### config.mk
export PLATFORM = sky130hd
export DESIGN_NAME = dac_register_control
export DESIGN_NICKNAME = d
export VERILOG_FILES = /design/src/dac_pkg.sv /design/src/dac_code_format.sv /design/src/dac_power_ctrl.sv /design/src/dac_register_control.sv
export SDC_FILE = /design/constraint.sdc
export NUM_CORES = 1
export LEC_CHECK = 0
export ABC_AREA = 1
export BUFFER_PORTS_ARGS = -buffer_cell sky130_fd_sc_hd__buf_2
export CORE_MARGIN = 4
export CORE_UTILIZATION = 23
export DETAILED_ROUTE_END_ITERATION = 10
export GPL_ROUTABILITY_DRIVEN = 0
export PLACE_DENSITY = 0.46
export SLEW_MARGIN = 40
export SYNTH_ARGS = -nofsm -noshare
export SYNTH_HDL_FRONTEND = slang
export SYNTH_SLANG_ARGS = --single-unit
export TNS_END_PERCENT = 20
### constraint.sdc
create_clock -name clk -period 2.4 [get_ports clk]
set_clock_uncertainty 0.05 [all_clocks]
set_input_delay 0.24 -clock clk [delete_from_list [all_inputs] [get_ports clk]]
set_output_delay 0.24 -clock clk [all_outputs]
set_load 0.02 [all_outputs]
### src/dac_pkg.sv
// Shared constants for the converter register control block.
// Assumes an 8-bit register port and a single bus clock.
package dac_pkg;
	localparam int                 DATA_W           = 8;
	localparam int                 ADDR_W           = 2;
	localparam logic [ADDR_W-1:0]  CONTROL_OFFSET   = 2'h0;
	localparam logic [ADDR_W-1:0]  RESERVED_OFFSET  = 2'h1;
	localparam logic [ADDR_W-1:0]  LEFT_OFFSET      = 2'h2;
	localparam logic [ADDR_W-1:0]  RIGHT_OFFSET     = 2'h3;
	localparam int                 ENABLE_BIT       = 7;
	localparam int                 TEST_BIT         = 6;
	localparam int                 JUSTIFY_BIT      = 3;
	localparam int                 SIGN_BIT         = 2;
	localparam int                 WAIT_STOP_BIT    = 1;
	localparam int                 PIN_ENABLE_BIT   = 0;
	localparam logic [DATA_W-1:0]  CONTROL_RESET    = 8'h00;
	localparam logic [DATA_W-1:0]  CONTROL_WR_MASK  = 8'hCF;
	localparam logic [DATA_W-1:0]  DATA_RESET       = 8'h00;
	localparam logic [DATA_W-1:0]  ZERO_BYTE        = 8'h00;
	typedef enum logic [1:0] {
		CONV_OFF,
		CONV_RUN,
		CONV_HALT
	} conv_state_type;
endpackage

### src/dac_code_format.sv
// Turns the stored data byte into the unsigned code for the analog core.
// Assumes the sign selection is stable from the control register.
`timescale 1ns/10ps
module dac_code_format #(
	parameter int W = 8
) (
	input  wire logic [W-1:0] data_in,
	input  wire logic         signed_mode,
	output logic      [W-1:0] code_out
);
	// Flipping the top bit maps 80 to 00 and 7F to FF.
	assign code_out = signed_mode ? {~data_in[W-1], data_in[W-2:0]} : data_in; // [RULE16] [RULE13] [RULE11]
endmodule

### src/dac_power_ctrl.sv
// Power sequencing of the converter across run, wait and stop modes.
// Assumes wait and stop requests come synchronous to the bus clock.
`timescale 1ns/10ps
module dac_power_ctrl (
	input  wire logic                    clk,
	input  wire logic                    sys_rst,
	input  wire logic                    enable,
	input  wire logic                    wait_stop,
	input  wire logic                    wait_mode,
	input  wire logic                    stop_mode,
	output dac_pkg::conv_state_type      state
);
	dac_pkg::conv_state_type nxt_state;

	always_comb begin
		unique case (state)
			dac_pkg::CONV_OFF: begin
				nxt_state = enable ? dac_pkg::CONV_RUN : dac_pkg::CONV_OFF; // [RULE14]
			end
			dac_pkg::CONV_RUN, dac_pkg::CONV_HALT: begin
				if (!enable) begin
					nxt_state = dac_pkg::CONV_OFF; // [RULE5]
				end else if (stop_mode || (wait_mode && wait_stop)) begin
					nxt_state = dac_pkg::CONV_HALT; // [RULE2] [RULE3]
				end else begin
					nxt_state = dac_pkg::CONV_RUN;
				end
			end
			default: begin
				nxt_state = dac_pkg::CONV_OFF;
			end
		endcase
		if (enable && state == dac_pkg::CONV_OFF && (stop_mode || (wait_mode && wait_stop))) begin
			nxt_state = dac_pkg::CONV_HALT;
		end
	end

	always_ff @(posedge clk) begin
		if (sys_rst) begin
			state <= dac_pkg::CONV_OFF; // [RULE15]
		end else begin
			state <= nxt_state;
		end
	end
endmodule

### src/dac_register_control.sv
// What this block does
// [RULE1] Takes 8-bit data, drives one output.
// [RULE2] Wait-stop bit set halts converter in wait.
// [RULE3] Stop mode disables converter, registers kept.
// [RULE4] Control register always accessible; bits 5,4 zero.
// [RULE5] Enable bit powers converter and output.
// [RULE6] Pin driven only with enable and output-enable.
// [RULE7] Test bit writable only in special modes.
// [RULE8] Left register active when justify bit clear.
// [RULE9] Right register active when justify bit set.
// [RULE10] Stored value survives justification change.
// [RULE11] Sign bit selects unsigned or signed data.
// [RULE12] Reserved register reads zero, ignores writes.
// [RULE13] Signed 7F full scale, 80 zero scale.
// [RULE14] Conversion starts once enable bit set.
// [RULE15] Reset clears registers and powers down.
// [RULE16] Core sees unsigned code, signed MSB inverted.
//
// Top of the converter control: register port, data path and pin controls.
// Assumes a single-cycle read/write strobe master on the bus clock.
`timescale 1ns/10ps
module dac_register_control #(
	parameter int DATA_W = dac_pkg::DATA_W,
	parameter int ADDR_W = dac_pkg::ADDR_W
) (
	input  wire logic              clk,
	input  wire logic              sys_rst,
	input  wire logic [ADDR_W-1:0] addr,
	input  wire logic [DATA_W-1:0] wdata,
	input  wire logic              wr_en,
	input  wire logic              rd_en,
	input  wire logic              special_mode,
	input  wire logic              wait_mode,
	input  wire logic              stop_mode,
	output logic      [DATA_W-1:0] rdata,
	output logic      [DATA_W-1:0] conversion_data,
	output logic                   converter_power,
	output logic                   converting,
	output logic                   analog_output_pin_oe,
	output logic                   factory_test_enable
);
	logic [DATA_W-1:0]       converter_control_ff;
	logic [DATA_W-1:0]       data_ff;
	logic [DATA_W-1:0]       rdata_ff;
	logic [DATA_W-1:0]       code_ff;
	logic [DATA_W-1:0]       code_w;
	logic [DATA_W-1:0]       nxt_rdata;
	logic                    power_ff;
	logic                    conv_ff;
	logic                    oe_ff;
	logic                    test_ff;
	logic                    converter_enable;
	logic                    justify_select;
	logic                    sign_select;
	logic                    wait_stop;
	logic                    output_pin_enable;
	dac_pkg::conv_state_type state;
	logic [DATA_W-1:0]       nxt_control;
	logic                    control_write;
	logic                    data_write;
	logic                    run_allowed;
	logic                    drive_allowed;

	// Decodes one register offset against the bus address.
	function automatic logic offset_hit(
		input logic [ADDR_W-1:0] bus_addr,
		input logic [ADDR_W-1:0] offset
	);
		return bus_addr == offset;
	endfunction

	// True when the offset is the data window that the justify bit opens.
	function automatic logic window_open(
		input logic [ADDR_W-1:0] bus_addr,
		input logic              justify
	);
		logic open;
		if (justify) begin
			open = offset_hit(bus_addr, dac_pkg::RIGHT_OFFSET); // [RULE9]
		end else begin
			open = offset_hit(bus_addr, dac_pkg::LEFT_OFFSET); // [RULE8]
		end
		return open;
	endfunction

	// True while no low-power mode holds the converter down.
	function automatic logic awake(
		input logic wait_stop_bit,
		input logic in_wait,
		input logic in_stop
	);
		return !in_stop && !(in_wait && wait_stop_bit); // [RULE2] [RULE3]
	endfunction

	// Whether a control bit takes the written value in the present mode.
	function automatic logic bit_writable(
		input int   index,
		input logic special
	);
		logic ok;
		ok = dac_pkg::CONTROL_WR_MASK[index];
		if (index == dac_pkg::TEST_BIT) begin
			ok = ok && special; // [RULE7]
		end
		return ok;
	endfunction

	assign converter_enable  = converter_control_ff[dac_pkg::ENABLE_BIT];
	assign justify_select    = converter_control_ff[dac_pkg::JUSTIFY_BIT];
	assign sign_select       = converter_control_ff[dac_pkg::SIGN_BIT];
	assign wait_stop         = converter_control_ff[dac_pkg::WAIT_STOP_BIT];
	assign output_pin_enable = converter_control_ff[dac_pkg::PIN_ENABLE_BIT];

	// Writable bits take the bus, the test bit holds outside special modes.
	for (genvar b = 0; b < DATA_W; b++) begin : g_control_bit
		logic take;
		logic keep;
		assign take           = bit_writable(b, special_mode); // [RULE7]
		assign keep           = dac_pkg::CONTROL_WR_MASK[b] && !take;
		assign nxt_control[b] = take ? wdata[b] : (keep && converter_control_ff[b]); // [RULE4]
	end

	assign control_write = wr_en && offset_hit(addr, dac_pkg::CONTROL_OFFSET);

	// Control register; every field updates from one merged byte.
	always_ff @(posedge clk) begin
		if (sys_rst) begin
			converter_control_ff <= dac_pkg::CONTROL_RESET; // [RULE15]
		end else if (control_write) begin
			converter_control_ff <= nxt_control; // [RULE4] [RULE7]
		end
	end

	assign data_write = wr_en && window_open(addr, justify_select); // [RULE8] [RULE9]

	// One shared data byte reached through whichever window is selected.
	always_ff @(posedge clk) begin
		if (sys_rst) begin
			data_ff <= dac_pkg::DATA_RESET; // [RULE15]
		end else if (data_write) begin
			data_ff <= wdata; // [RULE1] [RULE10]
		end
	end

	always_comb begin
		unique case (addr)
			dac_pkg::CONTROL_OFFSET: begin
				nxt_rdata = converter_control_ff; // [RULE4]
			end
			dac_pkg::RESERVED_OFFSET: begin
				nxt_rdata = dac_pkg::ZERO_BYTE; // [RULE12]
			end
			dac_pkg::LEFT_OFFSET, dac_pkg::RIGHT_OFFSET: begin
				if (window_open(addr, justify_select)) begin
					nxt_rdata = data_ff; // [RULE8] [RULE9] [RULE10]
				end else begin
					nxt_rdata = dac_pkg::ZERO_BYTE; // [RULE8] [RULE9]
				end
			end
		endcase
	end

	always_ff @(posedge clk) begin
		if (sys_rst) begin
			rdata_ff <= dac_pkg::ZERO_BYTE;
		end else if (rd_en) begin
			rdata_ff <= nxt_rdata;
		end else begin
			rdata_ff <= dac_pkg::ZERO_BYTE;
		end
	end

	dac_code_format #(
		.W(DATA_W)
	) u_format (
		.data_in    (data_ff),
		.signed_mode(sign_select),
		.code_out   (code_w)
	);

	dac_power_ctrl u_power (
		.clk      (clk),
		.sys_rst  (sys_rst),
		.enable   (converter_enable),
		.wait_stop(wait_stop),
		.wait_mode(wait_mode),
		.stop_mode(stop_mode),
		.state    (state)
	);

	assign run_allowed   = converter_enable && awake(wait_stop, wait_mode, stop_mode); // [RULE14]
	assign drive_allowed = run_allowed && output_pin_enable; // [RULE6]

	// Code presented to the analog core.
	always_ff @(posedge clk) begin
		if (sys_rst) begin
			code_ff <= dac_pkg::ZERO_BYTE; // [RULE15]
		end else begin
			code_ff <= code_w; // [RULE1] [RULE16]
		end
	end

	// Converter supply, dropped while disabled or held by a low-power mode.
	always_ff @(posedge clk) begin
		if (sys_rst) begin
			power_ff <= 1'b0; // [RULE15]
		end else begin
			power_ff <= run_allowed; // [RULE5] [RULE2] [RULE3]
		end
	end

	// Conversion activity follows the supply.
	always_ff @(posedge clk) begin
		if (sys_rst) begin
			conv_ff <= 1'b0; // [RULE15]
		end else begin
			conv_ff <= run_allowed; // [RULE14]
		end
	end

	// Pin drive needs both enables and an awake converter.
	always_ff @(posedge clk) begin
		if (sys_rst) begin
			oe_ff <= 1'b0; // [RULE15]
		end else begin
			oe_ff <= drive_allowed; // [RULE6]
		end
	end

	// Registered copy of the test bit for the analog core.
	always_ff @(posedge clk) begin
		if (sys_rst) begin
			test_ff <= 1'b0; // [RULE15]
		end else begin
			test_ff <= converter_control_ff[dac_pkg::TEST_BIT]; // [RULE7]
		end
	end

	assign rdata                = rdata_ff;
	assign conversion_data      = code_ff;
	assign converter_power      = power_ff;
	assign converting           = conv_ff;
	assign analog_output_pin_oe = oe_ff;
	assign factory_test_enable  = test_ff;
endmodule

# Word-level counts from Yosys, hierarchy flattened
# Cells that the tools add are included.
[classes]
eq_ne = 3
mux = 6
bitwise_logic = 2
reduce_logical = 13
[ops]
columns = ["op", "n"]
rows = [
  ["8-bit one-hot mux with 3 select lines", 1],
  ["8-bit two-way mux", 2],
  ["1-bit logical AND", 7],
  ["2-bit equality test (second input constant)", 2],
  ["2-bit OR reduction", 2],
  ["1-bit logical NOT", 3],
  ["1-bit two-way mux", 3],
  ["2-bit by 1-bit equality test with 1-bit output (second input constant)", 1],
  ["2-bit logical NOT", 1],
  ["1-bit inverter", 2],
]
[word_totals]
register_bits = 33
in_bits = 17
output_inout_bits = 20
elab_cells = 31

# Longest topological paths before layout
# Gate-level depths: netlist of the first run.
[logic_depth]
word_depth = 5
mapped_depth = 7
mapped_depth_nobuf = 7

# Hierarchy
# Synthesis of the first run repeated with hierarchy kept, for this count alone.
[hier_totals]
cells_unflattened = 182
area_unflattened_um2 = 1361.3
[modules_own_cells]
columns = ["mod", "n_inst", "cells_per_inst", "area_per_inst_um2", "seq_area_each_um2"]
rows = [
  ["dac_register_control", 1, 170, 1290.0, 660.6],
  ["dac_code_format", 1, 12, 71.3, 0.0],
]

# Worst setup path before layout of the first run
# OpenSTA, ideal clock, no wires.
[synth_timing]
path_kind = "flip-flop to flip-flop"
from = "reg converter_control_ff[3]"
to = "reg data_ff[4]"
setup_time_ps = 110
arrival_time_ps = 854
t_required_ps = 2240
path_slack_ps = 1387
stages_incl_launch_ff = 7
synth_period_minus_slack_ps = 1013
cell_sequence = "dfxtp_1 -> inv_1 -> nand2_4 -> buf_6 -> nand4_1 -> nand2_1 -> nor2_1"
[synth_via]
elab_chain_len = 2
[synth_lines]
columns = ["item", "line_no", "rtl"]
rows = [
  ["start: declaration", "dac_register_control.sv:42", "logic [DATA_W-1:0] converter_control_ff;"],
  ["start signal: assignment", "dac_register_control.sv:128", "converter_control_ff <= dac_pkg::CONTROL_RESET;"],
  ["start signal: assignment", "dac_register_control.sv:130", "converter_control_ff <= nxt_control;"],
  ["1-bit two-way mux", "dac_register_control.sv:78", "if (justify) begin"],
  ["1-bit logical AND", "dac_register_control.sv:134", "assign data_write = wr_en && window_open(addr, justify_select);"],
  ["end signal: assignment", "dac_register_control.sv:139", "data_ff <= dac_pkg::DATA_RESET;"],
  ["end signal: assignment", "dac_register_control.sv:141", "data_ff <= wdata;"],
  ["end: declaration", "dac_register_control.sv:43", "logic [DATA_W-1:0] data_ff;"],
]
# No other way between the ends.
# A chain may end at the register's enable or synchronous reset.

# Worst setup path after layout of the first run
[layout_timing]
from = "reg converter_control_ff[3]"
to = "reg data_ff[7]"
# The elaborated chain is that of the path after synthesis.

==> key figures, run 1 <==
Setup path
  – CP startpoint kind: flop
  – Crit Path Max Fanout: 16
  – R2r startpoint: converter_control_ff[3]
  – Critical Path End Type: flop
  – Worst setup path class: flop to flop
  – Crit path DAT: 1350 ps
  – Worst R2R Setup Slack: 1220 ps
  – Crit-path cells: inv_1 -> nand2_4 -> nand3_4 -> nand2_1 -> inv_1 -> nor2_1
  – Data required time of the worst path: 2570 ps
  – CP max stage cell: dfxtp_1
  – CP dominant cell by count: inv_1
  – CP max stage delay: 400 ps
  – FF-to-FF path depth: 6
  – Critical R2R Capture: data_ff[7]

Clocking
  – CTS tree: yes
  – Post-CTS setup buffer count: 0
  – H-tree levels: 2
  – Post-CTS Hold Buffers: 0
  – Clock Latency Late Sink: 280 ps
  – Clock root buffer master: clkbuf_8
  – # resized after CTS: 0
  – CTS Buf Count: 5
  – Clk sinks: 33
  – Clock Path Buffers: 2
  – Clock-pin slew on the worst setup and hold paths: 70 ps

STA
  – Min Tclk post-route: 1180 ps
  – Final Hold Fails: 0
  – Tcrit/Tclk final: 49.0%
  – Max-slew headroom: 73.0%
  – RSZ-0062 raised after global routing: no
  – Fmax: 850 MHz
  – # setup viols final: 0
  – TNS Setup: 0 ps
  – Final worst slack: 1220 ps
  – Pins Over Slew Limit: 0
  – Least-Margin Pin Slew: 405 ps

Global route
  – Total gr overflow: 0
  – Largest net degree at the start of global routing: 17
  – First-pass GRT wire length: 4980 um
  – Vias in the first global route: 1,066
  – Total GRT Usage: 10.1%
  – Initial antenna violation count: 0

Place
  – Setup WS pre-CTS: 913 ps
  – PortBufs: 36
  – Dpl hpwl: 2140 um

Worst hold path
  – Worst Hold Depth: 4
  – Hold_sp: stop_mode
  – HP Class: input port to flop
  – Worst min-delay path endpoint: converter_power

Synth
  – Register area share after synthesis: 52.0%
  – Mapped Cells: 163
  – Mapped cell area: 1270 um^2
  – Synth top area cells: dfxtp_1 52%, inv_1 9.2%, nand2_1 8.6%
  – Flops & latches, synth: 33
  – Yosys top cell area share: 52.0%
  – Synth area leader: dfxtp_1
  – Netlist cell types: 18
  – Mapped Nets: 180
  – Syn Area/Cell: 7.80 um^2
  – Synth warn: 0

Cells and area
  – Area growth from synthesis to layout: 26.8%
  – Nets: 217
  – Post-layout util: 30.8%
  – Fillers: 586
  – Layout cells sized above 1: 24.4%
  – ANT cells: 0

Drt
  – Routed Antenna Nets: 0
  – Drt total wl: 2960 um
  – First-pass DRT Iterations: 4
  – Via count: 1,063
  – Via density: 3.92
  – Routed WL per cell: 10.9 um
  – DRC viols: 0
  – First DRT Iteration DRCs: 37

Floorplan
  – Initial Utilization: 24.3%
  – CORE AREA: 5240 um^2
  – Rows: 26
  – Die Area: 6780 um^2
  – Die X: 82.3 um
  – IO Count: 37
  – Die Ht: 82.3 um

Power and ir drop
  – Total Power: 0.00124 W
  – Worst IR Drop VDD: 0.291 mV
  – Pwr/cell area: 768 nW/um^2
  – Leak: 0.799 nW

Status
  – Status: finished clean

Flow run
  – Max-cap violations: 0
## synthesized netlist by cell type
master and number:
a21oi_1 9, buf_2 2, buf_4 1, buf_6 2, clkbuf_1 1, dfxtp_1 33, inv_1 31, nand2_1 29
nand2_2 1, nand2_4 3, nand3_1 7, nand3_4 1, nand4_1 8, nor2_1 25, nor2_4 1, nor3_1 3
o21ai_0 5, xnor2_1 1
## placed cells by master, fill, tap and decap left out, types with 3 or more instances in the layout
master	count
buf_2	36
dfxtp_1	33
inv_1	31
nand2_1	29
nor2_1	25
a21oi_1	9
nand4_1	8
nand3_1	7
clkbuf_8	6
o21ai_0	5
nand2_4	3
nor3_1	3
## flip-flops by register name (all words and copies together), names as in the netlist, named ones only
| register | cells |
|---|---|
| data_ff | 8 |
| factory_test_enable | 1 |
| rdata | 8 |
| analog_output_pin_oe | 1 |
| conversion_data | 8 |
| converter_control_ff | 5 |
| converter_power | 1 |
## logic make-up (layout without fill, tap and decap cells)
logic type	count (synthesis)	after routing	synth area share, %
flip-flops	33	33	52.0
buffers and inverters	37	75	12.6
XOR/XNOR	1	1	0.689
AO/OA/AOI/OAI	14	14	5.51
AND/OR/NAND/NOR	78	78	29.2
## final cells by class
cell class                 count  area [um^2]  area share [%]
clock buffer                   7         86.3            5.36
clock inverter                 1         30.0            1.86
inverter                      31          116            7.22
multi-input combinational     93          450            28.0
sequential                    33          661            41.0
tap                           70         87.6            5.43
timing repair buffer          36          180            11.2
## worst max path at each step
stage / from / to
2_1_floorplan: converter_control_ff[3] / data_ff[4]
3_3_place_gp: sys_rst / rdata[4]
3_5_place_dp: sys_rst / rdata[5]
4_1_cts: sys_rst / rdata[5]
5_1_grt: sys_rst / rdata[4]
6_report: converter_control_ff[3] / data_ff[7]
## layer usage
metal	global-route usage (%)	wire length, um	vias up
met3	4.01	283	8
met1	12.5	1350	448
met2	14.9	1240	32
met4	5.65	89	0
li1	-	-	575
met5	0	0	-
## power breakdown
| group | switching [W] | leakage [nW] | total [W] | internal (W) |
|---|---|---|---|---|
| Clock | 0.000193 | 0.0585 | 0.000531 | 0.000338 |
| Combinational | 0.0000830 | 0.472 | 0.000126 | 0.0000425 |
| Sequential | 0.0000103 | 0.269 | 0.000581 | 0.000571 |
## worst max-delay path, delay by kind of cell, from the launching register on
kind	cells	cell delay (ps)
buffers and inverters	2	150
AND/OR/NAND/NOR	4	520
flip-flops	1	400
## stage by stage
step	hold slack, ps	cells	cell area, um^2
finish	173	271	1610
global route	207	271	1610
global placement	392	263	1500
floorplan	267	163	1270
CTS	165	271	1610
detailed placement	395	263	1500
(Power assumes the default switching activity.)
==> run 2: changes to the inputs <==
- PLACE_DENSITY: 0.46 -> 0.47
- clock period: 2.4 -> 0.9 ns (I/O delays scaled with it)
==> key figures, run 2 (synthesized netlist as in run 1, its figures left out) <==
Floorplan
  – Die Ht: 82.3 um (unchanged)
  – CORE AREA: 5240 um^2 (unchanged)
  – Initial Utilization: 24.3% (unchanged)
  – IO Count: 37 (unchanged)
  – Die X: 82.3 um (unchanged)
  – Rows: 26 (unchanged)
  – Die Area: 6780 um^2 (unchanged)

Clocking
  – H-tree levels: 2 (unchanged)
  – CTS Buf Count: 5 (unchanged)
  – Clock Path Buffers: 2 (unchanged)
  – CTS tree: yes
  – Clock root buffer master: clkbuf_8
  – Clock Latency Late Sink: 280 ps (about the same)
  – Clock-pin slew on the worst setup and hold paths: 70 ps (about the same)
  – Clk sinks: 33 (unchanged)

Cells and area
  – Area growth from synthesis to layout: 43.7%
  – Layout cells sized above 1: 38.8% (+14 points)
  – Most frequent cells in the layout: 27 x inv_1, 27 x dfxtp_1, 26 x nand2_1
  – Fillers: 564 (-3.8%)
  – Final instance area: 1830 um^2 (+13%)
  – Multi-input logic area: 517 um^2 (+15%)
  – ANT cells: 0 (unchanged)
  – Nets: 230 (+6.0%)
  – Storage element area: 671 um^2 (+1.5%)
  – Finished Layout Cells: 284 (+4.8%)

Power and ir drop
  – Sw Share: 26.6% (+3.5 points)
  – Combinational Power Share: 14.5% (+4.4 points)
  – P_int: 0.00224 W (+140%)
  – Pwr/cell area: 1670 nW/um^2 (+120%)
  – Switch Pwr: 0.000814 W (+180%)
  – Worst IR Drop VDD: 0.488 mV (+68%)
  – Reg power frac: 50.9% (+3.9 points)
  – Total Power: 0.00305 W (+150%)
  – Clk pwr share: 34.6% (-8.3 points)
  – Leak: 0.857 nW (+7.3%)

Global route
  – Vias in the first global route: 1,092 (+2.4%)
  – Total gr overflow: 0 (unchanged)
  – Total GRT Usage: 10.6% (+0.43 points)
  – Largest net degree at the start of global routing: 17 (unchanged)
  – Initial antenna violation count: 0 (unchanged)
  – First-pass GRT wire length: 5220 um (+4.9%)

STA
  – Final hold slack: 11.2 ps (-162 ps)
  – Pins Over Slew Limit: 0 (unchanged)
  – Tcrit/Tclk final: 112% (+63 points)
  – Final worst slack: -106 ps (-1330 ps)
  – Max-slew headroom: 69.6% (-3.4 points)
  – Least-Margin Pin Slew: 456 ps (+51.0 ps)
  – Fmax: 994 MHz (+17%)
  – Min Tclk post-route: 1010 ps (-171 ps)
  – Final Hold Fails: 0 (unchanged)
  – # setup viols final: 16 (+16)
  – RSZ-0062 raised after global routing: yes

Drt
  – Via density: 3.98 (+1.3%)
  – Routed WL per cell: 11.1 um (+1.3%)
  – Drt total wl: 3140 um (+6.1%)
  – Via count: 1,129 (+6.2%)
  – First DRT Iteration DRCs: 25 (-32%)
  – DRC viols: 0 (unchanged)
  – Routed Antenna Nets: 0 (unchanged)
  – First-pass DRT Iterations: 4 (unchanged)

Place
  – PortBufs: 36 (unchanged)
  – Dpl cells: 270 (+2.7%)
  – Post-Place Cell Area: 1550 um^2 (+3.6%)
  – Dpl hpwl: 2180 um (+2.1%)
  – Setup WS pre-CTS: -150 ps (-1060 ps)

Worst hold path
  – Hold_sp: stop_mode
  – Worst min-delay path endpoint: converter_power
  – Worst Hold Depth: 4 (unchanged)
  – HP Class: input port to flop

Flow run
  – Max-cap violations: 0 (unchanged)

Setup path
  – Critical Path End Type: flop
  – Data required time of the worst path: 990 ps (-1580 ps)
  – R2r startpoint: converter_control_ff[3]
  – Worst R2R Setup Slack: -110 ps (-1330 ps)
  – Critical R2R Capture: rdata[0]
  – Crit Path Max Fanout: 5 (-11)
  – Worst setup path class: flop to flop
  – CP startpoint kind: flop
  – FF-to-FF path depth: 5 (-1)
  – Crit path DAT: 1100 ps (-250 ps)

Status
  – Failing checks: negative setup slack
  – Status: complete, but fails checks
[run 2: worst max-delay path by stage]
stage                                       start    endpoint  slack [ps]
after floorplan           converter_control_ff[3]  data_ff[4]         -30
after global placement    converter_control_ff[3]  data_ff[6]        -120
after detailed placement  converter_control_ff[3]  data_ff[0]        -150
after CTS                 converter_control_ff[3]  data_ff[1]        -110
after global routing      converter_control_ff[3]  data_ff[7]        -180
final                     converter_control_ff[3]    rdata[0]        -110
[run 2: power by group through the flow]
stage          Clock, W  Sequential [W]  Combinational, W
5_1_grt         0.00116         0.00156          0.000497
3_5_place_dp          0         0.00158          0.000362
2_1_floorplan         0         0.00161          0.000212
6_report        0.00106         0.00156          0.000442
4_1_cts         0.00110         0.00155          0.000414
3_3_place_gp          0         0.00158          0.000362
[run 2: metrics by stage]
| stage | setup TNS, ps | utilization (%) |
|---|---|---|
| finish | -1350 | 34.9 |
| global placement | -1150 | 29.6 |
| CTS | -1240 | 32.9 |
| detailed placement | -1460 | 29.6 |
| floorplan | -91.2 | - |
| global route | -2340 | 34.9 |
[run 2: metal layers]
layer	share of wire (%)	wire (um)	vias up	global-route usage [%]
met2	44	1390	31	15.9
met1	46	1460	495	13.1
li1	-	-	595	-
met4	2.4	75	0	4.82
met3	6.9	216	8	4.34
met5	0	0	-	0
[run 2: area by class of cell]
type	count	share of cell area (%)
Clock buffer	6	3.97
Multi-Input combinational cell	94	28.3
Clock inverter	2	0.548
Timing Repair Buffer	48	19.0
Inverter	31	6.64
Sequential cell	33	36.7
Tap cell	70	4.79
[run 2: what timing repair did]
item | 4_1_cts | 5_1_grt
gates cloned | 1 | 0
resized for setup | 11 | 40
endpoints found under the setup margin | 19 | 36
pin swaps | 5 | 6
buffers inserted | 5 | 0
hold buffers | 0 | 0
[run 2: worst max-delay path, stage by stage (launching register included)]
cell     delay [ps]
dfxtp_4         380
inv_6            90
nand2_8          60
buf_4           150
nand3_1          70
a21oi_1          60
